File: config.mk
export PLATFORM = sky130hd
export DESIGN_NAME = ces_reporter
export DESIGN_NICKNAME = d
export VERILOG_FILES = /design/src/rtl/ces_pkg.sv /design/src/rtl/ces_lmi_writer.sv /design/src/rtl/ces_reporter.sv
export VERILOG_INCLUDE_DIRS = /design/src /design/src/rtl
export SDC_FILE = /design/constraint.sdc
export NUM_CORES = 1
export LEC_CHECK = 0
export ABC_AREA = 1
export BUFFER_PORTS_ARGS = -buffer_cell sky130_fd_sc_hd__buf_2
export CAP_MARGIN = 20
export CORE_MARGIN = 1.5
export CORE_UTILIZATION = 58
export DETAILED_ROUTE_END_ITERATION = 7
export PLACE_DENSITY_LB_ADDON = 0.05
export SYNTH_ARGS = -nofsm -noshare
export SYNTH_HDL_FRONTEND = slang
export SYNTH_SLANG_ARGS = --single-unit
export TNS_END_PERCENT = 100
File: constraint.sdc
create_clock -name clock -period 2.8 [get_ports clock]
set_input_delay 0.14 -clock clock [delete_from_list [all_inputs] [get_ports clock]]
set_output_delay 0.14 -clock clock [all_outputs]
set_load 0.01 [all_outputs]
File: src/rtl/ces_consts.svh
`ifndef CES_CONSTS_SVH
`define CES_CONSTS_SVH
// ==========================================
// header log offsets on the management port
`define CES_HDR_HIGH_ADDR 12'h81c
`define CES_HDR_UMID_ADDR 12'h820
`define CES_HDR_LMID_ADDR 12'h824
`define CES_HDR_LOW_ADDR 12'h828
// ==========================================
// error vector bit positions
`define CES_BIT_TMO_COR 0
`define CES_BIT_TMO_UNC 1
`define CES_BIT_CA 2
`define CES_BIT_UC 3
`define CES_BIT_UR_P 4
`define CES_BIT_UR_NP 5
`define CES_BIT_LOG 6
// ==========================================
// timing
`define CES_REPORT_GAP 4'h8
`define CES_TIMEOUT_MS 50
`define CES_CLK_MHZ 100
`endif

File: src/rtl/ces_pkg.sv
package ces_pkg;
  // controller states
  typedef enum logic [4:0] {
    CES_IDLE = 5'h01,
    CES_LMI = 5'h02,
    CES_WAIT = 5'h04,
    CES_PULSE = 5'h08,
    CES_GAP = 5'h10
  } ces_state_t;
endpackage : ces_pkg

File: src/rtl/ces_lmi_writer.sv
`timescale 1ns/1ps
`include "ces_consts.svh"
// ==========================================
// writes four header dwords over the management port
module ces_lmi_writer (
  // clock and reset
  input wire logic clock,
  input wire logic rst,
  // control
  input wire logic start,
  input wire logic [127:0] header,
  output logic done,
  // management port
  output logic [11:0] lmi_addr,
  output logic [31:0] lmi_din,
  output logic lmi_wren,
  input wire logic lmi_ack
);
  logic [2:0] idx_r, idx_nxt; // dword index, 0 to 3, high dword first
  logic busy_r, busy_nxt;
  logic done_r, done_nxt;
  logic [11:0] addr_r, addr_nxt;
  logic [31:0] din_r, din_nxt;
  logic wren_r, wren_nxt;

  // address per dword, high dword first
  function automatic logic [11:0] dw_addr(input logic [2:0] i);
    case (i)
      3'h0: dw_addr = `CES_HDR_HIGH_ADDR;
      3'h1: dw_addr = `CES_HDR_UMID_ADDR;
      3'h2: dw_addr = `CES_HDR_LMID_ADDR;
      default: dw_addr = `CES_HDR_LOW_ADDR;
    endcase
  endfunction : dw_addr

  function automatic logic [31:0] dw_data(input logic [127:0] h, input logic [2:0] i);
    case (i)
      3'h0: dw_data = h[127:96];
      3'h1: dw_data = h[95:64];
      3'h2: dw_data = h[63:32];
      default: dw_data = h[31:0];
    endcase
  endfunction : dw_data

  // ==========================================
  // sequencing; each dword waits for its ack
  always_comb begin
    idx_nxt = idx_r;
    busy_nxt = busy_r;
    done_nxt = 1'b0;
    addr_nxt = addr_r;
    din_nxt = din_r;
    wren_nxt = 1'b0;
    if (!busy_r) begin
      if (start) begin
        busy_nxt = 1'b1;
        idx_nxt = 3'h0;
        addr_nxt = dw_addr(3'h0);
        din_nxt = dw_data(header, 3'h0);
        wren_nxt = 1'b1;
      end
    end else if (lmi_ack) begin
      if (idx_r == 3'h3) begin
        busy_nxt = 1'b0;
        done_nxt = 1'b1;
      end else begin
        idx_nxt = idx_r + 3'h1;
        addr_nxt = dw_addr(idx_r + 3'h1);
        din_nxt = dw_data(header, idx_r + 3'h1);
        wren_nxt = 1'b1;
      end
    end
  end

  always_ff @(posedge clock) begin
    if (rst) begin
      idx_r <= 3'h0;
      busy_r <= 1'b0;
      done_r <= 1'b0;
      addr_r <= 12'h000;
      din_r <= 32'h0000_0000;
      wren_r <= 1'b0;
    end else begin
      idx_r <= idx_nxt;
      busy_r <= busy_nxt;
      done_r <= done_nxt;
      addr_r <= addr_nxt;
      din_r <= din_nxt;
      wren_r <= wren_nxt;
    end
  end

  assign done = done_r;
  assign lmi_addr = addr_r;
  assign lmi_din = din_r;
  assign lmi_wren = wren_r;
endmodule : ces_lmi_writer

File: src/rtl/ces_reporter.sv
`timescale 1ns/1ps
`include "ces_consts.svh"
// What this block does
// - each error bit pulses one cycle only
// - correctable timeout reports bit zero
// - uncorrectable timeout reports bit one
// - completer abort reported after CA completion
// - unexpected completion reports bit three
// - posted unsupported request reports bit four
// - non-posted UR reports bit five after completion
// - log bit accompanies bits two to five
// - header written via management before log
// - at most one report per eight cycles
// - function number driven with the pulse
// - per-function pending level while awaiting
// - user still sends completions with status
module ces_reporter
  import ces_pkg::*;
(
  // clock and reset
  input wire logic clock,
  input wire logic rst,
  // user error requests, one-cycle strobe with data
  input wire logic req_valid,
  input wire logic [5:0] req_kind,
  input wire logic [2:0] req_func,
  input wire logic req_log,
  input wire logic [127:0] req_header,
  input wire logic cpl_sent,
  output logic req_ready,
  // user pending levels
  input wire logic [7:0] user_pending,
  // core sideband
  output logic [6:0] cpl_err,
  output logic [2:0] cpl_err_func,
  output logic [7:0] cpl_pending,
  // core management port
  output logic [11:0] lmi_addr,
  output logic [31:0] lmi_din,
  output logic lmi_wren,
  input wire logic lmi_ack
);
  // 50 ms timeout as cycles, kept for users timing requests
  localparam int unsigned TIMEOUT_CYC = `CES_TIMEOUT_MS * `CES_CLK_MHZ * 1000;

  ces_state_t state_r, state_nxt;
  logic [5:0] kind_r, kind_nxt; // latched error kind
  logic [2:0] func_r, func_nxt; // latched function
  logic log_r, log_nxt; // header log wanted
  logic cpl_ok_r, cpl_ok_nxt; // completion already sent
  logic [127:0] hdr_r, hdr_nxt; // latched header
  logic [3:0] gap_r, gap_nxt; // spacing counter
  logic [6:0] err_r, err_nxt; // error vector toward the core
  logic [2:0] efunc_r, efunc_nxt; // function shown with the vector
  logic [7:0] pend_r, pend_nxt; // registered pending levels
  logic rdy_r, rdy_nxt; // ready toward the user
  logic started_r, started_nxt; // header writer already kicked off
  logic [2:0] acks_r, acks_nxt; // header acks seen, read by the checks only
  logic lmi_start; // one-cycle kick for the header writer
  logic lmi_done; // all four header dwords acknowledged

  // which kinds may carry a logged header
  function automatic logic loggable(input logic [5:0] k);
    loggable = |k[`CES_BIT_UR_NP:`CES_BIT_CA];
  endfunction : loggable

  // which kinds need the completion sent first
  function automatic logic needs_cpl(input logic [5:0] k);
    needs_cpl = k[`CES_BIT_CA] | k[`CES_BIT_UR_NP];
  endfunction : needs_cpl

  // ==========================================
  // header writer
  ces_lmi_writer u_lmi (
    .clock(clock),
    .rst(rst),
    .start(lmi_start),
    .header(hdr_r),
    .done(lmi_done),
    .lmi_addr(lmi_addr),
    .lmi_din(lmi_din),
    .lmi_wren(lmi_wren),
    .lmi_ack(lmi_ack)
  );

  // own latch, so completion news arriving meanwhile is never lost
  assign lmi_start = (state_r == CES_LMI) && !started_r;

  // ==========================================
  // report sequencer
  always_comb begin
    state_nxt = state_r;
    kind_nxt = kind_r;
    func_nxt = func_r;
    log_nxt = log_r;
    cpl_ok_nxt = cpl_ok_r | cpl_sent;
    hdr_nxt = hdr_r;
    gap_nxt = (gap_r != 4'h0) ? gap_r - 4'h1 : 4'h0;
    err_nxt = 7'h00;
    efunc_nxt = efunc_r;
    rdy_nxt = 1'b0;
    started_nxt = started_r;
    case (state_r)
      CES_IDLE: begin
        rdy_nxt = (gap_r <= 4'h1);
        if (req_valid && rdy_r) begin
          kind_nxt = req_kind;
          func_nxt = req_func;
          log_nxt = req_log && loggable(req_kind);
          hdr_nxt = req_header;
          cpl_ok_nxt = cpl_sent || !needs_cpl(req_kind);
          started_nxt = 1'b0;
          rdy_nxt = 1'b0;
          // header must land before the log bit
          state_nxt = (req_log && loggable(req_kind)) ? CES_LMI : CES_WAIT;
        end
      end
      CES_LMI: begin
        // start goes out once; completion news keeps collecting meanwhile
        started_nxt = 1'b1;
        if (lmi_done) begin
          state_nxt = CES_WAIT;
        end
      end
      CES_WAIT: begin
        // abort and non-posted UR wait for their completion
        if (cpl_ok_r && gap_r == 4'h0) begin
          state_nxt = CES_PULSE;
        end
      end
      CES_PULSE: begin
        err_nxt = {log_r, kind_r};
        efunc_nxt = func_r;
        gap_nxt = `CES_REPORT_GAP;
        state_nxt = CES_GAP;
      end
      CES_GAP: begin
        state_nxt = CES_IDLE;
      end
      default: begin
        state_nxt = CES_IDLE;
      end
    endcase
  end

  // pending levels pass straight through a register
  always_comb begin
    pend_nxt = user_pending;
  end

  // ==========================================
  // header ack count, cleared while idle, saturating
  always_comb begin
    acks_nxt = acks_r;
    if (state_r == CES_IDLE) begin
      acks_nxt = 3'h0;
    end else if (lmi_ack && acks_r != 3'h7) begin
      acks_nxt = acks_r + 3'h1;
    end
  end

  always_ff @(posedge clock) begin
    if (rst) begin
      state_r <= CES_IDLE;
      kind_r <= 6'h00;
      func_r <= 3'h0;
      log_r <= 1'b0;
      cpl_ok_r <= 1'b0;
      hdr_r <= 128'h0;
      gap_r <= 4'h0;
      err_r <= 7'h00;
      efunc_r <= 3'h0;
      pend_r <= 8'h00;
      rdy_r <= 1'b0;
      started_r <= 1'b0;
      acks_r <= 3'h0;
    end else begin
      state_r <= state_nxt;
      kind_r <= kind_nxt;
      func_r <= func_nxt;
      log_r <= log_nxt;
      cpl_ok_r <= cpl_ok_nxt;
      hdr_r <= hdr_nxt;
      gap_r <= gap_nxt;
      err_r <= err_nxt;
      efunc_r <= efunc_nxt;
      pend_r <= pend_nxt;
      rdy_r <= rdy_nxt;
      started_r <= started_nxt;
      acks_r <= acks_nxt;
    end
  end

  assign cpl_err = err_r;
  assign cpl_err_func = efunc_r;
  assign cpl_pending = pend_r;
  assign req_ready = rdy_r;

  // ==========================================
  // checks
  a_pulse_one_cycle: assert property (@(posedge clock) disable iff (rst)
    (|cpl_err) |=> (cpl_err == 7'h00)) else $error("error vector held over one cycle");
  a_report_spacing: assert property (@(posedge clock) disable iff (rst)
    (|cpl_err) |=> (cpl_err == 7'h00) [*7]) else $error("reports closer than eight cycles");
  a_log_with_bits: assert property (@(posedge clock) disable iff (rst)
    cpl_err[`CES_BIT_LOG] |-> (|cpl_err[`CES_BIT_UR_NP:`CES_BIT_CA])) else $error("log bit alone");
  a_func_with_pulse: assert property (@(posedge clock) disable iff (rst)
    (state_r == CES_PULSE) |=> (cpl_err_func == $past(func_r))) else $error("function not updated");
  a_pending_follows: assert property (@(posedge clock) disable iff (rst)
    ##1 (cpl_pending == $past(user_pending))) else $error("pending level lost");
  a_header_before_log: assert property (@(posedge clock) disable iff (rst)
    cpl_err[`CES_BIT_LOG] |-> $past(state_r, 3) != CES_IDLE) else $error("log before header");
  a_kind_to_bits: assert property (@(posedge clock) disable iff (rst)
    (state_r == CES_PULSE) |=> (cpl_err[5:0] == $past(kind_r))) else $error("wrong error bits");
  a_cpl_before_ca: assert property (@(posedge clock) disable iff (rst)
    (state_r == CES_PULSE) |-> cpl_ok_r) else $error("abort reported before completion");
  a_wren_in_lmi: assert property (@(posedge clock) disable iff (rst)
    lmi_wren |-> (state_r == CES_LMI)) else $error("header write outside header phase");
  a_header_acked: assert property (@(posedge clock) disable iff (rst)
    cpl_err[`CES_BIT_LOG] |-> (acks_r == 3'h4)) else $error("log bit before four header acks");
  a_ready_held_off: assert property (@(posedge clock) disable iff (rst)
    (|cpl_err) |=> !req_ready [*7]) else $error("ready back inside the report gap");
endmodule : ces_reporter

; Word level (Yosys, flattened, before mapping)
; Cells that the tools add are included.
; W data, S select, Z words.
[word_totals]
ff_bits = 218
in_bits = 151
out_inout_bits = 64
[classes]
addsub = 2
magnitude_cmp = 1
n_eq_ne = 12
n_mux = 32
bitwise_logic = 7
reduce_logical = 21
[ops]
columns = op, count
row1 = $mux W32, 4
row2 = $pmux W32 S3, 1
row3 = $mux W12, 4
row4 = $pmux W5 S4, 1
row5 = $pmux W6 S3, 1
row6 = $mux W3, 5
row7 = $mux W5, 3
row8 = $mux W1, 10
row9 = $reduce_or A3 Y1, 3
row10 = $mux W4, 2
row11 = $ne A2 B2 Y1 const B, 4
row12 = $eq A3 B2 Y1 const B, 2
row13 = $reduce_and A3 Y1, 2
row14 = $eq A5 B1 Y1 const B, 1
row15 = $eq A5 B2 Y1 const B, 1
row16 = $eq A5 B3 Y1 const B, 1
row17 = $eq A5 B4 Y1 const B, 1
row18 = $not A1 Y1, 5
row19 = $le A4 B1 Y1 const B, 1
row20 = $logic_and A1 B1 Y1, 4
row21 = $logic_not A4 Y1, 1
row22 = $reduce_and A2 Y1, 2
row23 = $reduce_bool A2 Y1, 2
row24 = $reduce_bool A4 Y1, 1
row25 = other kinds (11), 13

; Depth between registers and ports, before layout
[depth]
depth_word = 6
depth_mapped = 11
mapped_depth_nobuf = 10

; Modules after synthesis
; A second synthesis with hierarchy kept.
[hier_totals]
cells_unflattened = 1261
area_unflattened_um2 = 9075.0
[modules_own_cells]
columns = mod, instances, cells_per_inst, area_per_inst_um2, seq_area_each_um2
row1 = ces_reporter, 1, 734, 5801.8, 3363.2
row2 = ces_lmi_writer, 1, 527, 3273.1, 860.8

; Worst setup path after synthesis
; Ideal clock, no wire load.
[synth_timing]
path_type = reg-to-reg
start = register u_lmi.idx_r[0]
end = register u_lmi.din_r[10], in the netlist u_lmi.lmi_din[10]
setup_time_ps = 117
arrival_time_ps = 1719
required_ps = 2683
path_slack_ps = 964
stages_incl_launch_ff = 12
path_buffers = 1
path_cell_list = dfxtp_1 -> ha_1 -> ha_1 -> nand2_1 -> inv_1 -> nor2_4 -> buf_2 -> nand2_1 -> nand2_1 -> nor2_1 -> nor2_1 -> nor2_1
[synth_via]
elab_chain_cells = 6
[synth_rtl]
columns = item, line
row1 = from (decl), ces_lmi_writer.sv:19  ; logic [2:0] idx_r, idx_nxt;
row2 = from (signal assigned), ces_lmi_writer.sv:84  ; idx_r <= idx_nxt;
row3 = $add A3 B1 Y3, ces_lmi_writer.sv:69  ; din_nxt = dw_data(header, idx_r + 3'h1);
row4 = $eq A3 B2 Y1 (tied with other cells), ces_lmi_writer.sv:37  ; case (i)
row5 = $pmux W32 S3, ces_lmi_writer.sv:37
row6 = $mux W32, ces_lmi_writer.sv:63  ; if (idx_r == 3'h3) begin
row7 = $mux W32, ces_lmi_writer.sv:62  ; end else if (lmi_ack) begin
row8 = $mux W32, ces_lmi_writer.sv:54  ; if (!busy_r) begin
row9 = to (signal assigned), ces_lmi_writer.sv:88  ; din_r <= din_nxt;
row10 = to (decl), ces_lmi_writer.sv:23  ; logic [31:0] din_r, din_nxt;
; Several ways; a longest one is shown, not always the timed one. The select of a mux whose other input is x is not followed.
; A chain may end at the register's enable or synchronous reset.

; Final worst setup path
[layout_timing]
start = register u_lmi.idx_r[0]
end = register u_lmi.din_r[20], in the netlist u_lmi.lmi_din[20]
; The elaborated chain is that of the path after synthesis.

==> flow_summary.json <==
{
  "outcome": "complete, no violations",
  "r2r_setup_slack_ps": 560,
  "synth_edf_count": 0,
  "synth_top_area_share_pct": 47.91,
  "path_class": "register to register",
  "power.density_nw_per_um2": 721.7,
  "ant_nets": 0,
  "cts.path.max_buffers": 3,
  "cts_buffers": 22,
  "hold_viol_final": 0,
  "drt_iter0_drc": 668,
  "synth_common_cells": "nor2_1 (360), nand2_1 (248), dfxtp_1 (211)",
  "die_w_um": 126.3,
  "syn_inst": 1257,
  "die-area_sq_um": 15950,
  "worstSetupEndpointType": "register",
  "cp-start-kind": "register",
  "holdPathEnd": "hdr_r[13]$_SDFFE_PP0P_",
  "synth_xor_area_share_pct": 0.1987,
  "yosys.area_share.simple_pct": 28.45,
  "viasPerCell": 5.170,
  "grt_pass1_wl_um": 42500,
  "start_util_pct": 59.98,
  "utilization_pct": 82.01,
  "finalCriticalPeriod_ps": 2239,
  "routedWlPerCell_um": 14.97,
  "clkSlewWorstSetupHoldPaths_ps": 60,
  "final.setup.tns_ps": 0,
  "drv_slew": 0,
  "r2r_cells": 11,
  "overflow": 0,
  "vias": 9166,
  "synth_area_leaders": "dfxtp_1 (48%), nor2_1 (15%), nand2_1 (11%)",
  "peakVddDrop_mv": 0.5986,
  "arrival_ps": 2630,
  "drive_gt1_share_pct": 16.99,
  "grtUsageTotal_pct": 32.74,
  "min-delay-start": "req_header[13]",
  "cts.sinks": 211,
  "first_global_vias": 8785,
  "ys_warn_count": 0,
  "htreeDepth": 1,
  "drt-total-wl_um": 26550,
  "core_sq_um": 14700,
  "multiInputGateArea_sq_um": 3844,
  "io_buffer_count": 207,
  "fillers": 970,
  "synth_largest_area_cell": "dfxtp_1",
  "cp.required_ps": 3190,
  "drv_cap": 0,
  "ios": 215,
  "dp_hpwl_um": 15060,
  "synth_compound_area_share_pct": 13.35,
  "maxClockFrequency_mhz": 446.6,
  "ys_types": 30,
  "yosysSeqAreaShare_pct": 47.91,
  "yosysMostFrequentCell": "nor2_1",
  "first_pass_iters": 5,
  "hold-path-cell-count": 3,
  "grt_max_degree": 77,
  "setup_viol": 0,
  "route.detailed.drc": 0,
  "rr_startpoint": "u_lmi.idx_r[0]$_SDFFE_PP0P_",
  "cts_resized": 0,
  "layout_worst_path_cycle_share_pct": 79.97,
  "timing.rr.end": "u_lmi.lmi_din[20]$_SDFFE_PP0P_",
  "clockRootBuffer": "clkbuf_16",
  "relSlewSlack_pct": 56.33,
  "p_leak_nw": 5.210,
  "rows": 44,
  "synth_top_family_by_area": "simple AND/OR/NAND/NOR gates",
  "gp_congestion": 0.8656,
  "antennaDiodeCount": 0,
  "synth_fa_ha_area_share_pct": 1.135,
  "finalClockSkew_ps": 8.020,
  "synthMuxAreaShare_pct": 0,
  "regArea_sq_um": 4224,
  "tightestPinTransition_ps": 655.0,
  "ys_seq_elements": 211,
  "async_reset_ff_share_pct": 0,
  "rsz0062_at_grt": "false",
  "hold_path.class": "primary input to register",
  "die_h_um": 126.3,
  "syn_area_per_cell_sq_um": 7.014,
  "grt_antenna_before_repair": 0,
  "cts_tree": "built",
  "cp_max_fo": 45,
  "synth_area_sq_um": 8817,
  "synth_top_flop_cell": "dfxtp_1",
  "clk-insertion-delay-late_ps": 500,
  "finalNetCount": 1734,
  "area_delta_synth_final_pct": 36.72
}
[placed cells by master, fill, tap and decap left out, types with 2 or more instances in the layout]
master / count
nor3_1: 3
buf_12: 6
ha_1: 8
clkinvlp_4: 2
nor2_4: 3
nand2_1: 248
inv_2: 2
nand3b_1: 3
nor2_2: 2
dfxtp_1: 211
o21ai_0: 114
nor2_1: 360
xnor2_1: 2
clkbuf_8: 3
nand2_2: 2
buf_2: 207
clkbuf_1: 6
a21oi_1: 53
clkbuf_16: 23
nand4_1: 4
nand3_1: 11
buf_4: 11
conb_1: 7
bufinv_16: 3
o21ai_1: 64
dlygate4sd3_1: 148
inv_1: 73
[critical path: stages, from the launching register on]
cell and delay, ps:
dfxtp_1 360, ha_1 220, ha_1 350, nand2_1 180, inv_1 110, nor2_4 110
buf_4 400, nand2_1 100, nand2_1 70, nor2_1 40, nor2_1 100, nor2_1 50
[sequential cells by signal, summed over array words and instances, names as in the netlist]
name and flops:
u_lmi.idx_r 3, cpl_err 7, state_r 5, hdr_r 128, u_lmi.done 1, u_lmi.busy_r 1, started_r 1, kind_r 6
log_r 1, u_lmi.lmi_din 32, cpl_ok_r 1, cpl_pending 8, u_lmi.lmi_wren 1, u_lmi.lmi_addr 5, gap_r 4, cpl_err_func 3
req_ready 1, func_r 3
[layer usage]
layer	GRT usage, %	wire length, um	vias up
met4	11.76	851	0
met2	55.95	12600	395
met1	42.20	11260	4145
li1	-	-	4551
met3	5.230	1844	75
met5	0	0	-
[stage by stage]
step	std cells	hold slack, ps	setup WS [ps]	cell area (sq um)	total power [W]
finish	1773	33.80	560.7	12060	0.008700
global placement	1587	338.7	659.0	9824	0.005408
floorplan	1263	247.0	964.3	8840	0.005028
global route	1773	58.22	345.2	12060	0.009109
CTS	1773	14.35	567.4	12060	0.008639
detailed placement	1587	347.7	616.5	9824	0.005461
[worst max path at each step]
stage,start,end,slack [ps],cells after the start
6_report,u_lmi.idx_r[0]$_SDFFE_PP0P_,u_lmi.lmi_din[20]$_SDFFE_PP0P_,560,11
4_1_cts,u_lmi.idx_r[0]$_SDFFE_PP0P_,u_lmi.lmi_din[20]$_SDFFE_PP0P_,570,11
5_1_grt,u_lmi.idx_r[0]$_SDFFE_PP0P_,u_lmi.lmi_din[14]$_SDFFE_PP0P_,350,11
3_5_place_dp,u_lmi.idx_r[0]$_SDFFE_PP0P_,u_lmi.lmi_din[16]$_SDFFE_PP0P_,620,11
3_3_place_gp,u_lmi.idx_r[0]$_SDFFE_PP0P_,u_lmi.lmi_din[15]$_SDFFE_PP0P_,660,9
2_1_floorplan,u_lmi.idx_r[0]$_SDFFE_PP0P_,u_lmi.lmi_din[10]$_SDFFE_PP0P_,960,11
[power by group]
group | internal [W] | switching, W
logic | 0.000790 | 0.00119
registers | 0.00345 | 0.000230
clock network | 0.00186 | 0.00118
total | 0.00610 | 0.00260
[cells by family after synthesis]
family          after synthesis
simple gates                641
buf+inv                     160
flops                       211
other cells                   1
compound gates              234
fa+ha+maj                     8
xor+xnor                      2
[layout make-up]
type                            instances  share of cell area, %
Clock inverter                          6                 0.9133
Tap cell                              184                  1.910
Inverter                               76                  2.387
Timing Repair Buffer                  372                  22.56
Clock buffer                           32                  5.304
Multi-Input combinational cell        892                  31.88
Sequential cell                       211                  35.04
[timing repair]
action / CTS / global route
hold buffers: 148 / 0
endpoints found under the hold margin: 149 / 0
buffers inserted: 0 / 0
(Power assumes the default switching activity.)
